--- config.mk ---
export PLATFORM = sky130hd
export DESIGN_NAME = scs_clock_select
export DESIGN_NICKNAME = d
export VERILOG_FILES = /design/src/hdl/scs_pkg.sv /design/src/hdl/scs_div_if.sv /design/src/hdl/scs_clock_select.sv /design/src/hdl/scs_divider.sv
export SDC_FILE = /design/constraint.sdc
export NUM_CORES = 1
export LEC_CHECK = 0
export ABC_AREA = 1
export ABC_CLOCK_PERIOD_IN_PS = 2500
export BUFFER_PORTS_ARGS = -buffer_cell sky130_fd_sc_hd__buf_2
export CAP_MARGIN = 20
export CORE_AREA = 5 5 95 97
export CTS_BUF_LIST = sky130_fd_sc_hd__clkbuf_16
export CTS_CLUSTER_DIAMETER = 200
export DETAILED_ROUTE_END_ITERATION = 10
export DIE_AREA = 0 0 100 102
export PLACE_DENSITY = 0.45
export SLEW_MARGIN = 25
export SYNTH_ARGS = -nofsm -noshare
export SYNTH_HDL_FRONTEND = slang
export SYNTH_SLANG_ARGS = --single-unit
--- constraint.sdc ---
create_clock -name clk -period 2.5 [get_ports clk]
set_input_delay 0.25 -clock clk [delete_from_list [all_inputs] [get_ports clk]]
set_output_delay 0.25 -clock clk [all_outputs]
set_load 0.01 [all_outputs]
--- src/hdl/scs_pkg.sv ---
// Constants and types shared by the system clock select block.
package scs_pkg;
  // -----------------------------------------------------------------
  // Register offsets
  // -----------------------------------------------------------------
  localparam logic [7:0] ADDR_CLK_SELECT = 8'hA9;
  localparam logic [7:0] ADDR_HF_CAL     = 8'hB3;
  localparam logic [7:0] ADDR_HF_CTRL    = 8'hB2;
  localparam logic [7:0] ADDR_LF_CTRL    = 8'h86;
  // -----------------------------------------------------------------
  // Field positions
  // -----------------------------------------------------------------
  localparam int CROSSBAR_CLOCK_OUTPUT_SELECT_BIT   = 3;
  localparam int HF_EN_BIT    = 7;
  localparam int HF_RDY_BIT   = 6;
  localparam int SUSPEND_BIT  = 5;
  localparam int LF_EN_BIT    = 7;
  localparam int CAL_W        = 7;
  // -----------------------------------------------------------------
  // Source codes and divide shifts
  // -----------------------------------------------------------------
  typedef enum logic [2:0] {
    SRC_HF_DIV4 = 3'h0,
    SRC_EXT     = 3'h1,
    SRC_HF_DIV2 = 3'h2,
    SRC_HF_FULL = 3'h3,
    SRC_LF      = 3'h4
  } scs_src_t;
  localparam logic [2:0] SRC_LAST_VALID = 3'h4;
  localparam logic [2:0] SHIFT_NONE     = 3'h0;
  localparam logic [2:0] SHIFT_HALF     = 3'h1;
  localparam logic [2:0] SHIFT_HF_DIV8  = 3'h5;
  localparam logic [2:0] SHIFT_LF_DIV8  = 3'h3;
  localparam int         MAX_SHIFT      = 5;
  // -----------------------------------------------------------------
  // Reset values and pin indices
  // -----------------------------------------------------------------
  localparam logic [2:0] RST_SRC    = 3'h0;
  localparam logic [1:0] RST_HF_DIV = 2'h0;
  localparam logic [1:0] RST_LF_DIV = 2'h0;
  localparam logic       RST_HF_EN  = 1'b1;
  localparam logic       RST_LF_EN  = 1'b0;
  localparam int         N_PINS     = 4;
  localparam int         PIN_HF     = 0;
  localparam int         PIN_EXT    = 1;
  localparam int         PIN_LF     = 2;
  localparam int         PIN_WAKE   = 3;
endpackage : scs_pkg

--- src/hdl/scs_div_if.sv ---
// Interface between the clock selector and its edge-counting divider.
`timescale 1ns/10ps
interface scs_div_if;
  logic       src_level;
  logic       src_rise;
  logic [2:0] shift;
  logic       clk_out;
  modport ctrl (output src_level, output src_rise, output shift,
                input clk_out);
  modport div  (input src_level, input src_rise, input shift,
                output clk_out);
endinterface : scs_div_if

--- src/hdl/scs_clock_select.sv ---
// System clock source selector with oscillator control registers.
`timescale 1ns/10ps
module scs_clock_select #(
  parameter logic [scs_pkg::CAL_W-1:0] CAL_RESET = 7'h40, // arbitrary trim
  parameter int                        CNT_W     = 5
) (
  input  wire logic                    clk,
  input  wire logic                    reset,
  input  wire logic [7:0]              sfr_addr,
  input  wire logic [7:0]              sfr_wdata,
  input  wire logic                    sfr_wr,
  input  wire logic                    sfr_rd,
  output logic      [7:0]              sfr_rdata,
  input  wire logic                    hf_osc_pin,
  input  wire logic                    ext_osc_pin,
  input  wire logic                    lf_osc_pin,
  input  wire logic                    wake_external_interrupt_two_pin_pin,
  output logic                         system_clock,
  output logic                         xbar_clock,
  output logic                         ext_timer_clock,
  output logic                         hf_osc_run,
  output logic                         lf_osc_run,
  output logic [scs_pkg::CAL_W-1:0]    hf_osc_trim
);
  import scs_pkg::*;

  // -----------------------------------------------------------------
  // Pin synchronisers
  // -----------------------------------------------------------------
  logic [N_PINS-1:0] pin_in;
  logic [N_PINS-1:0] sync1_r;
  logic [N_PINS-1:0] sync2_r;
  logic [N_PINS-1:0] sync3_r;
  assign pin_in = {wake_external_interrupt_two_pin_pin, lf_osc_pin, ext_osc_pin, hf_osc_pin};

  genvar gi;
  generate
    for (gi = 0; gi < N_PINS; gi++) begin : g_sync
      always_ff @(posedge clk or posedge reset) begin
        if (reset) begin
          sync1_r[gi] <= 1'b0;
          sync2_r[gi] <= 1'b0;
          sync3_r[gi] <= 1'b0;
        end else begin
          sync1_r[gi] <= pin_in[gi];
          sync2_r[gi] <= sync1_r[gi];
          sync3_r[gi] <= sync2_r[gi];
        end
      end
    end
  endgenerate

  // -----------------------------------------------------------------
  // Registers
  // -----------------------------------------------------------------
  scs_src_t           src_r;
  logic               crossbar_clock_output_select_r;
  logic [1:0]         hf_div_r;
  logic [1:0]         lf_div_r;
  logic               hf_en_r;
  logic               lf_en_r;
  logic               suspend_r;
  logic [CAL_W-1:0]   cal_r;
  logic               wr_sel;
  logic               wr_hfc;
  logic               wake_edge;
  logic               hf_sel;

  assign wr_sel    = sfr_wr && (sfr_addr == ADDR_CLK_SELECT);
  assign wr_hfc    = sfr_wr && (sfr_addr == ADDR_HF_CTRL);
  assign wake_edge = sync2_r[PIN_WAKE] ^ sync3_r[PIN_WAKE];
  assign hf_sel    = (src_r != SRC_EXT) && (src_r != SRC_LF);

  // A valid new code takes effect on the next edge with no ready check; reserved codes are ignored.
  always_ff @(posedge clk or posedge reset) begin
    if (reset) begin
      src_r    <= scs_src_t'(RST_SRC);
      crossbar_clock_output_select_r <= 1'b0;
    end else if (wr_sel) begin
      crossbar_clock_output_select_r <= sfr_wdata[CROSSBAR_CLOCK_OUTPUT_SELECT_BIT];
      if (sfr_wdata[2:0] <= SRC_LAST_VALID) begin
        src_r <= scs_src_t'(sfr_wdata[2:0]);
      end
    end
  end

  always_ff @(posedge clk or posedge reset) begin
    if (reset) begin
      hf_en_r  <= RST_HF_EN;
      hf_div_r <= RST_HF_DIV;
    end else if (wr_hfc) begin
      hf_en_r  <= sfr_wdata[HF_EN_BIT];
      hf_div_r <= sfr_wdata[1:0];
    end
  end

  // A suspend write in the same cycle as a wake edge wins.
  always_ff @(posedge clk or posedge reset) begin
    if (reset) begin
      suspend_r <= 1'b0;
    end else if (wr_hfc && sfr_wdata[SUSPEND_BIT]) begin
      suspend_r <= 1'b1;
    end else if (wake_edge) begin
      suspend_r <= 1'b0;
    end
  end

  always_ff @(posedge clk or posedge reset) begin
    if (reset) begin
      lf_en_r  <= RST_LF_EN;
      lf_div_r <= RST_LF_DIV;
    end else if (sfr_wr && (sfr_addr == ADDR_LF_CTRL)) begin
      lf_en_r  <= sfr_wdata[LF_EN_BIT];
      lf_div_r <= sfr_wdata[1:0];
    end
  end

  // Bit 7 is dropped on write so it always reads back as zero.
  always_ff @(posedge clk or posedge reset) begin
    if (reset) begin
      cal_r <= CAL_RESET;
    end else if (sfr_wr && (sfr_addr == ADDR_HF_CAL)) begin
      cal_r <= sfr_wdata[CAL_W-1:0];
    end
  end

  // -----------------------------------------------------------------
  // Read path
  // -----------------------------------------------------------------
  logic [7:0] rd_nxt;
  always_comb begin
    case (sfr_addr)
      ADDR_CLK_SELECT: rd_nxt = {4'h0, crossbar_clock_output_select_r, src_r};
      ADDR_HF_CAL:     rd_nxt = {1'b0, cal_r};
      ADDR_HF_CTRL:    rd_nxt = {hf_en_r, hf_en_r & ~suspend_r,
                                 suspend_r, 3'h0, hf_div_r};
      ADDR_LF_CTRL:    rd_nxt = {lf_en_r, lf_en_r, 4'h0, lf_div_r};
      default:         rd_nxt = 8'h00;
    endcase
  end

  always_ff @(posedge clk or posedge reset) begin
    if (reset) begin
      sfr_rdata <= 8'h00;
    end else if (sfr_rd) begin
      sfr_rdata <= rd_nxt;
    end
  end

  // -----------------------------------------------------------------
  // Source mux and divider
  // -----------------------------------------------------------------
  scs_div_if dvi ();
  logic [2:0] shift_nxt;
  localparam int PIN_IDX_W = $clog2(N_PINS);
  logic [PIN_IDX_W-1:0] src_pin;

  always_comb begin
    case (src_r)
      SRC_HF_DIV4: shift_nxt = SHIFT_HF_DIV8 - {1'b0, hf_div_r};
      SRC_EXT:     shift_nxt = SHIFT_NONE;
      SRC_HF_DIV2: shift_nxt = SHIFT_HALF;
      SRC_HF_FULL: shift_nxt = SHIFT_NONE;
      SRC_LF:      shift_nxt = SHIFT_LF_DIV8 - {1'b0, lf_div_r};
      default:     shift_nxt = SHIFT_NONE;
    endcase
  end

  always_comb begin
    case (src_r)
      SRC_EXT: src_pin = PIN_IDX_W'(PIN_EXT);
      SRC_LF:  src_pin = PIN_IDX_W'(PIN_LF);
      default: src_pin = PIN_IDX_W'(PIN_HF);
    endcase
  end

  assign dvi.shift     = shift_nxt;
  assign dvi.src_level = sync2_r[src_pin];
  assign dvi.src_rise  = sync2_r[src_pin] & ~sync3_r[src_pin] &
                         ~(suspend_r && hf_sel);

  scs_divider #(.CNT_W(CNT_W)) u_div (
    .clk   (clk),
    .reset (reset),
    .dv    (dvi.div)
  );

  // -----------------------------------------------------------------
  // Registered outputs
  // -----------------------------------------------------------------
  logic sync_out_r;
  always_ff @(posedge clk or posedge reset) begin
    if (reset) begin
      system_clock    <= 1'b0;
      sync_out_r      <= 1'b0;
      xbar_clock      <= 1'b0;
      ext_timer_clock <= 1'b0;
      hf_osc_run      <= RST_HF_EN;
      lf_osc_run      <= RST_LF_EN;
      hf_osc_trim     <= CAL_RESET;
    end else begin
      if (!(suspend_r && hf_sel)) begin
        system_clock <= dvi.clk_out;
      end
      sync_out_r      <= system_clock;
      xbar_clock      <= crossbar_clock_output_select_r ? sync_out_r : system_clock;
      ext_timer_clock <= sync2_r[PIN_EXT];
      hf_osc_run      <= hf_en_r & ~suspend_r;
      lf_osc_run      <= lf_en_r;
      hf_osc_trim     <= cal_r;
    end
  end
endmodule : scs_clock_select

--- src/hdl/scs_divider.sv ---
// Power-of-two divider counting rising edges of the selected source.
`timescale 1ns/10ps
module scs_divider #(
  parameter int CNT_W = 5
) (
  input  wire logic clk,
  input  wire logic reset,
  scs_div_if.div    dv
);
  import scs_pkg::*;

  generate
    if (CNT_W < MAX_SHIFT) begin : g_bad_width
      $error("Divider counter too narrow for the longest divide.");
    end
  endgenerate

  logic [CNT_W-1:0] cnt_r;

  // Free-running count; a source switch may give one short phase.
  always_ff @(posedge clk or posedge reset) begin
    if (reset) begin
      cnt_r <= '0;
    end else if (dv.src_rise) begin
      cnt_r <= cnt_r + {{(CNT_W-1){1'b0}}, 1'b1};
    end
  end

  always_comb begin
    if (dv.shift == SHIFT_NONE) begin
      dv.clk_out = dv.src_level;
    end else begin
      dv.clk_out = cnt_r[dv.shift - 3'h1];
    end
  end
endmodule : scs_divider

* Word level (Yosys, flattened, before mapping)
Cells that the tools add are included.
** Storage, ports and cells
- Register bits after elaboration :: 55
- Input port bits :: 24
- Output and inout port bits :: 20
** Cells by class
- Add/subtract/negate cells :: 4
- Magnitude comparators :: 3
- Equal/unequal tests :: 9
- Mux-type cells :: 13
- Bitwise logic cells :: 7
- Reduce and logical (&&, ||, !) cells :: 11
** Operator list (count)
- $eq A8 B8 Y1 const B :: 4
- $pmux W8 S4 :: 1
- $pmux W3 S3 :: 1
- $logic_and A1 B1 Y1 :: 7
- $mux W1 :: 7
- $logic_not A3 Y1 :: 2
- $add A5 B1 Y5 const B :: 1
- $bmux W1 S2 :: 2
- $lt A3 B4 Y1 const B :: 1
- $pmux W2 S2 :: 1
- $and A1 B1 Y1 :: 3
- $bmux W1 S3 :: 1
- $eq A3 B1 Y1 const B :: 1
- $eq A3 B2 Y1 const B :: 1
- $eq A3 B3 Y1 const B :: 1
- $le A3 B3 Y1 const B :: 1
- $lt A2 B3 Y1 const B :: 1
- $ne A3 B1 Y1 const B :: 1
- $ne A3 B3 Y1 const B :: 1
- $not A1 Y1 :: 3
- $sub A2 B2 Y3 const A :: 1
- $sub A3 B1 Y3 const B :: 1
- $sub A3 B2 Y3 const A :: 1
- $reduce_and A2 Y1 :: 1
- 2 further kinds :: 2

* Longest topological paths before layout
Gate-level depths: netlist of run 1.
- Word-level depth :: 7
- Depth in mapped cells :: 13

* Modules after synthesis
Synthesis of run 1 repeated with hierarchy kept, for this count alone.
** Unflattened totals
- Cell total of the unflattened synthesis :: 263
- Area total of the unflattened synthesis :: 2416.1 sq um
** Modules (own cells, without submodules)
- scs_clock_select :: instances 1, cells an instance 216, area each 2068.2 sq um, seq. area each 1256.2 sq um
- scs_divider :: instances 1, cells an instance 47, area each 347.8 sq um, seq. area each 125.1 sq um

* Worst setup path before layout of run 1
Ideal clock, no wire load.
- Path kind :: register to register
- Start point :: register src_r[0]
- End point :: register system_clock
- Library setup time :: 0.116 ns
- Data arrival time :: 1.501 ns
- Data required time :: 2.384 ns
- Path slack :: 0.883 ns
- Cell stages (with the launch flop) :: 12
- Path buffers :: 0
- Clock period less this slack :: 1.617 ns
- Cell sequence :: dfrtp_1 nor2_4 nand2_1 nor2_1 nor2_1 ha_1 nand2_1 o21ai_0 nand3_1 nand3_1 nand2_1 nand2_1
** On the way
- Word-level cells in the longest chain between the ends :: 6
- Elaborated cells on any way between the ends :: 17
- Those cells by class :: add/sub (1); eq/ne (5); mux (7); reduce/logical (4)
** RTL lines
- start, declared :: line scs_clock_select.sv:56 : scs_src_t src_r;
- start signal, assigned :: line scs_clock_select.sv:77 : src_r <= scs_src_t'(RST_SRC);
- start signal, assigned :: line scs_clock_select.sv:82 : src_r <= scs_src_t'(sfr_wdata[2:0]);
- $eq A3 B3 Y1 (tied with other cells) :: line scs_clock_select.sv:159, scs_clock_select.sv:170
- $pmux W3 S3 :: line scs_clock_select.sv:159 : case (src_r)
- $sub A3 B1 Y3 :: line scs_divider.sv:33 : dv.clk_out = cnt_r[dv.shift - 3'h1];
- $bmux W1 S3 :: line scs_divider.sv:33
- $mux W1 (not written as such) :: line scs_divider.sv:33
- $mux W1 :: line scs_divider.sv:30 : if (dv.shift == SHIFT_NONE) begin
- end signal, assigned :: line scs_clock_select.sv:203 : system_clock <= dvi.clk_out;
- end, declared :: line scs_clock_select.sv:18 : output logic system_clock,
Parallel ways exist; a longest one is shown, timed or not. The select of a mux whose other input is x is not followed.
A chain may end at the register's enable or synchronous reset.

* Worst setup path in the final report of run 1
Same ends and word-level chain as after synthesis.

==> results.sh, run 1 <==
export IMPL_finish_utilization=0.355
export IMPL_worstReg2RegStart="src_r[0]"
export IMPL_layout_nets=336
export IMPL_clock_sink_count=55
export IMPL_layout_min_cycle_time_ns=1.76
export IMPL_fp_dieH_um=102
export IMPL_clock_tree_buffer_depth=2
export IMPL_totalWireLength_mm=5.23
export IMPL_syn_warnings=0
export IMPL_cp_data_arrival_time_ns=1.98
export IMPL_hold_path_startpoint="hf_osc_pin"
export IMPL_startpoint_type="flip-flop"
export IMPL_portBuffers=43
export IMPL_min_delay_path_depth=1
export IMPL_critical_path_class="flip-flop to flip-flop"
export IMPL_numPlacedInstances=408
export IMPL_finalSetupViolations=0
export IMPL_crit_path_end_kind="flip-flop"
export IMPL_synth_area_um2=2370
export IMPL_fin_tns_setup_ns=0
export IMPL_insertedDiodeCount=0
export IMPL_leakage_component_of_the_power_nw=1.53
export IMPL_unrepaired_setup_endpoints_after_global_routing="no"
export IMPL_cts_buffers_inserted=5
export IMPL_cts_root_buf="clkbuf_16"
export IMPL_dr_drc_count=0
export IMPL_gp_congestion=0.841
export IMPL_sequential_fraction_of_the_synthesis_area=0.582
export IMPL_pwr_density_cell_nw_per_um2=695
export IMPL_vias_per_cell=4.25
export IMPL_dieArea_um2=10200
export IMPL_postSynthAreaPerCell_um2=9.09
export IMPL_synth_cells=261
export IMPL_worst_slew_pin_transition_ns=0.705
export IMPL_wp_data_required_ns=2.73
export IMPL_drv_cap=0
export IMPL_wire_per_inst_um=12.6
export IMPL_min_to="sync1_r[0]"
export IMPL_slew_violations=0
export IMPL_row_count=33
export IMPL_first_global_vias=1849
export IMPL_remaining_global_route_overflow=0
export IMPL_initialDrtViolationCount=85
export IMPL_postRouteAntennaNets=0
export IMPL_grt_antenna_before_repair=0
export IMPL_floorplan_die_width_um=100
export IMPL_final_layout_size_suffix_gt1_frac=0.232
export IMPL_r2r_cells=10
export IMPL_ctsHoldBuffers=0
export IMPL_post_cts_setup_buffer_count=0
export IMPL_syn_nets=287
export IMPL_timing_critical_path_fanout_max=7
export IMPL_clk_pin_slew_worst_paths_ns=0.07
export IMPL_wire_length_of_the_first_global_routing_pass_mm=9.05
export IMPL_fmaxAchievable_mhz=569
export IMPL_synth_ff_latch_count=55
export IMPL_timing_rr_end="system_clock"
export IMPL_clock_latency_reported_for_the_late_side_of_the_worst_skew_pair_ns=0.29
export IMPL_max_slew_margin=0.530
export IMPL_grt_start_max_net_pins=56
export IMPL_n_fill_cell=854
export IMPL_synthDistinctLibCells=29
export IMPL_mostFrequentLayoutCell="nand2_1"
export IMPL_io_pin_count=44
export IMPL_timing_hold_violations_final=0
export IMPL_run_status="finished, final reports clean"
export IMPL_tritoncts="built"
export IMPL_reg2reg_setup_slack_ns=0.74
export IMPL_hold_class="input port to flip-flop"
export IMPL_dpl_hpwl_mm=3.95
export IMPL_area_delta_synth_final_pct=20.3
export IMPL_max_vdd_ir_drop_uv=270
export IMPL_layoutNonFillerInstCount=416
export IMPL_cts_repair_resize_count=0
export IMPL_period_share=0.703
export IMPL_floorplan_initialDensity=0.295
export IMPL_core_box_area_um2=8050
export IMPL_number_of_vias_in_the_routed_layout=1768
export IMPL_clock_skew_final_ns=0.00697
export IMPL_all_layer_global_routing_usage=0.112
export IMPL_clock_tree_htree_level_count=2
export IMPL_layout_common_cells="nand2_1, dfrtp_1, buf_2"
export IMPL_drt_first_pass_iters=4
[worst max-delay path by stage]
stage	start	end	slack, ns	cells past startpoint
global placement	src_r[0]	system_clock	0.80	11
global route	src_r[2]	system_clock	0.48	12
detailed placement	src_r[0]	system_clock	0.74	10
CTS	src_r[0]	system_clock	0.73	10
finish	src_r[0]	system_clock	0.74	10
floorplan	src_r[0]	system_clock	0.88	11
[registers in the layout (all words and copies together), names as in the netlist]
name and flops:
hf_en_r 1, hf_div_r 2, hf_osc_run 1, sync3_r 3, lf_div_r 2, suspend_r 1
sync_out_r 1, system_clock 1, lf_en_r 1, xbar_clock 1, u_div.cnt_r 5, ext_timer_clock 1
crossbar_clock_output_select_r 1, hf_osc_trim 7, cal_r 7, lf_osc_run 1, src_r 3, sfr_rdata 8
sync1_r 4, sync2_r 4
[cell usage after synthesis]
master	n	area [um^2]
nand3b_1	2	15.0
clkbuf_1	1	3.75
nor3_1	3	15.0
inv_2	3	11.3
o211ai_2	1	12.5
dfstp_2	4	105
nand3_2	1	10.0
xor2_1	4	35.0
nand2_4	1	11.3
a21oi_1	1	5.00
dfrtp_1	51	1280
nand3b_2	1	11.3
nor2_2	1	6.26
nand3_1	16	80.1
ha_1	2	25.0
o22ai_1	1	6.26
nand2_2	4	25.0
nor2_8	1	20.0
nor2_4	1	11.3
mux2_2	1	11.3
nor2_1	9	33.8
nand4_4	1	21.3
nand2_1	87	327
nand4_1	4	25.0
buf_6	1	11.3
inv_1	30	113
or2_1	1	6.26
o21ai_1	10	50.1
o21ai_0	18	90.1
[layout make-up]
class	instances	area [um^2]	area share
clock buffers	5	125	0.0438
well taps	105	131	0.0460
multi-input cells	171	853	0.299
flip-flops and latches	55	1380	0.484
repair buffers	44	223	0.0780
clock inverters	3	17.5	0.00613
inverters	33	124	0.0434
[where the power goes]
| group | internal, mW | switching [mW] |
|---|---|---|
| Clock | 0.370 | 0.307 |
| Sequential | 0.974 | 0.0550 |
| Combinational | 0.108 | 0.169 |
[through the flow]
| stage | power, mW | hold slack, ns | cell area, um^2 | setup WS, ns |
|---|---|---|---|---|
| floorplan | 1.23 | 0.281 | 2370 | 0.883 |
| CTS | 2.02 | 0.0533 | 2860 | 0.731 |
| detailed placement | 1.33 | 0.335 | 2710 | 0.744 |
| finish | 1.98 | 0.0612 | 2860 | 0.742 |
| global route | 2.11 | 0.0477 | 2860 | 0.480 |
| global placement | 1.33 | 0.335 | 2710 | 0.804 |
[cells by family (layout without fill, tap and decap cells)]
kind of cell / after synthesis / in the layout / synth area share
and+or+nand+nor: 133 / 133 / 0.260
DFF: 55 / 55 / 0.582
buffers and inverters: 35 / 85 / 0.0585
AOI/OAI and AO/OA: 31 / 31 / 0.0691
xor gates and xnor gates: 4 / 4 / 0.0148
adders and majority gates: 2 / 2 / 0.0105
muxes: 1 / 1 / 0.00474
[critical path, stage by stage, from the launching register on]
cell and delay, ns:
dfrtp_1 0.47, nor2_4 0.21, nand2_1 0.07, nor2_1 0.09, nor2_1 0.08, ha_1 0.33, o21ai_0 0.18, nand3_1 0.09
nand3_1 0.09, nand2_1 0.05, nand2_1 0.05
[routing by layer]
metal  part of all wire  vias up  global-route usage  routed length (um)
li1                   -      923                   -                   -
met1               0.49      804               0.155                2570
met2               0.45       36               0.177                2370
met3              0.045        5              0.0266                 234
met4              0.011        0              0.0311                  57
met5                  0        -                   0                   0
No activity file was read; power rests on OpenSTA's default activity.
==> run 2: changes to the inputs <==
--- a/config.mk
+++ b/config.mk
@@ -6,7 +6,7 @@
 export NUM_CORES = 1
 export LEC_CHECK = 0
 export ABC_AREA = 1
-export ABC_CLOCK_PERIOD_IN_PS = 2500
+export ABC_CLOCK_PERIOD_IN_PS = 1600
 export BUFFER_PORTS_ARGS = -buffer_cell sky130_fd_sc_hd__buf_2
 export CAP_MARGIN = 20
 export CORE_AREA = 5 5 95 97
@@ -14,7 +14,7 @@
 export CTS_CLUSTER_DIAMETER = 200
 export DETAILED_ROUTE_END_ITERATION = 10
 export DIE_AREA = 0 0 100 102
-export PLACE_DENSITY = 0.45
+export PLACE_DENSITY = 0.47
 export SLEW_MARGIN = 25
 export SYNTH_ARGS = -nofsm -noshare
 export SYNTH_HDL_FRONTEND = slang
==> constraint.sdc (replaced) <==
create_clock -name clk -period 1.6 [get_ports clk]
set_input_delay 0.16 -clock clk [delete_from_list [all_inputs] [get_ports clk]]
set_output_delay 0.16 -clock clk [all_outputs]
set_load 0.01 [all_outputs]
==> run 2 against run 1 <==
Worst setup slack got worse by 0.77 ns. Critical endpoint unchanged. Power increased by 69%. The flow now finishes with violations (negative setup slack). Worst hold slack improved by 0.027 ns.
==> results.sh, run 2 (synthesis results as in run 1) <==
export IMPL_finish_utilization=0.391
export IMPL_hold_class="input port to flip-flop"
export IMPL_totalWireLength_mm=5.27
export IMPL_clock_tree_buffer_depth=2
export IMPL_area_sequential_um2=1380
export IMPL_all_layer_global_routing_usage=0.112
export IMPL_clock_tree_htree_level_count=2
export IMPL_worst_path_largest_cell_delay_ns=0.44
export IMPL_floorplan_die_width_um=100
export IMPL_crit_path_cell_trace="nor2_4, nand2_1, nor2_2, nor2_2, ha_4, o21ai_0, nand3_1, nand3_1, nand2_1, nand2_1"
export IMPL_regMostFlops="sfr_rdata"
export IMPL_finalSetupViolations=1
export IMPL_timing_rr_end="system_clock"
export IMPL_multi_input_gate_area_um2=896
export IMPL_critical_path_depth=10
export IMPL_timing_hold_violations_final=0
export IMPL_critical_path_class="flip-flop to flip-flop"
export IMPL_cp_common_cell="nand2_1"
export IMPL_dr_drc_count=0
export IMPL_startpoint_type="flip-flop"
export IMPL_worst_slew_pin_transition_ns=0.401
export IMPL_vias_per_cell=4.20
export IMPL_row_count=33
export IMPL_layoutNonFillerInstCount=442
export IMPL_timing_critical_path_slowest_stage_cell="dfrtp_2"
export IMPL_failed_checks="negative setup slack"
export IMPL_max_vdd_ir_drop_uv=440
export IMPL_r2r_cells=10
export IMPL_grt_antenna_before_repair=0
export IMPL_min_delay_path_depth=3
export IMPL_wire_per_inst_um=11.9
export IMPL_worst_slack_ns=-0.0266
export IMPL_reg2reg_setup_slack_ns=-0.03
export IMPL_drv_cap=0
export IMPL_wire_length_of_the_first_global_routing_pass_mm=8.96
export IMPL_period_share=1.02
export IMPL_fp_dieH_um=102
export IMPL_cp_data_arrival_time_ns=1.85
export IMPL_cts_buffers_inserted=5
export IMPL_wp_data_required_ns=1.82
export IMPL_tritoncts="built"
export IMPL_max_slew_margin=0.732
export IMPL_core_box_area_um2=8050
export IMPL_run_status="finished with violations"
export IMPL_pwr_density_cell_nw_per_um2=1060
export IMPL_fmaxAchievable_mhz=615
export IMPL_floorplan_initialDensity=0.295
export IMPL_portBuffers=43
export IMPL_insertedDiodeCount=0
export IMPL_clock_latency_reported_for_the_late_side_of_the_worst_skew_pair_ns=0.29
export IMPL_io_pin_count=44
export IMPL_area_delta_synth_final_pct=32.6
export IMPL_timing_critical_path_fanout_max=6
export IMPL_crit_path_end_kind="flip-flop"
export IMPL_critPathBufInv=0
export IMPL_min_to="cal_r[6]"
export IMPL_n_fill_cell=828
export IMPL_mostFrequentLayoutCell="nand2_1"
export IMPL_dieArea_um2=10200
export IMPL_worstReg2RegStart="src_r[0]"
export IMPL_clk_pin_slew_worst_paths_ns=0.07
export IMPL_numPlacedInstances=422
export IMPL_postRouteAntennaNets=0
export IMPL_clock_sink_count=55
export IMPL_final_layout_size_suffix_gt1_frac=0.306
export IMPL_grt_start_max_net_pins=24
export IMPL_slew_violations=0
export IMPL_hold_path_startpoint="sfr_wdata[6]"
export IMPL_leakage_component_of_the_power_nw=1.67
export IMPL_unrepaired_setup_endpoints_after_global_routing="yes"
export IMPL_cpLargestDelayFamily="simple AND/OR/NAND/NOR gates"
export IMPL_layout_common_cells="nand2_1, dfrtp_1, buf_2"
export IMPL_clock_skew_final_ns=0.00962
export IMPL_dpl_hpwl_mm=4.04
export IMPL_drt_first_pass_iters=5
export IMPL_layout_nets=362
export IMPL_layout_min_cycle_time_ns=1.63
export IMPL_largest_register_ffs=8
export IMPL_remaining_global_route_overflow=0
export IMPL_first_global_vias=1809
export IMPL_cts_root_buf="clkbuf_16"
export IMPL_gp_congestion=0.853
export IMPL_layout_top_registers="sfr_rdata x8, cal_r x7, hf_osc_trim x7"
export IMPL_number_of_vias_in_the_routed_layout=1857
export IMPL_initialDrtViolationCount=71
## run 2: report_power, final
part | internal, mW | switching [mW]
logic | 0.218 | 0.277
clock network | 0.744 | 0.494
registers | 1.52 | 0.0868
total | 2.48 | 0.858
## run 2: area by class of cell
class | count | area share
sequential | 55 | 0.439
timing repair buffer | 70 | 0.141
clock inverter | 3 | 0.0147
multi-input combinational | 171 | 0.285
inverter | 33 | 0.0393
clock buffer | 5 | 0.0397
tap | 105 | 0.0417
## run 2: worst min-delay path: cells and delay by family
family | cells | cell delay [ns]
buffers and inverters | 1 | 0.10
and+or+nand+nor | 2 | 0.12
## run 2: how the worst max path moves through the flow
stage,to,slack [ns],from
finish,system_clock,-0.03,src_r[0]
global route,system_clock,-0.19,src_r[0]
CTS,system_clock,-0.01,src_r[1]
detailed placement,system_clock,-0.01,src_r[0]
global placement,system_clock,0.03,src_r[0]
floorplan,src_r[0],-0.02,reset
## run 2: through the flow
stage	instance area, um^2	total power [mW]	TNS [ns]	hold slack (ns)	worst slack [ns]
floorplan	2390	1.93	-0.0162	0.191	-0.0162
global placement	2850	2.10	0	0.182	0.0297
detailed placement	2850	2.10	-0.0103	0.175	-0.0103
CTS	3110	3.37	-0.0134	0.0828	-0.0134
global route	3150	3.53	-0.210	0.0929	-0.195
finish	3150	3.34	-0.0266	0.0884	-0.0266
## run 2: layer usage
layer / GRT usage / routed length [um] / up-vias
met4: 0.0373 / 48 / 0
met5: 0 / 0 / -
li1: - / - / 972
met3: 0.0246 / 290 / 2
met2: 0.169 / 2360 / 38
met1: 0.161 / 2570 / 845
## run 2: repair_timing
| action | in CTS | in global routing |
|---|---|---|
| hold endpoints to repair | 18 | 0 |
| gates resized for setup | 2 | 6 |
| pin swaps | 5 | 4 |
| hold buffers | 5 | 0 |
| setup endpoints to repair | 1 | 6 |
| setup buffers | 5 | 2 |
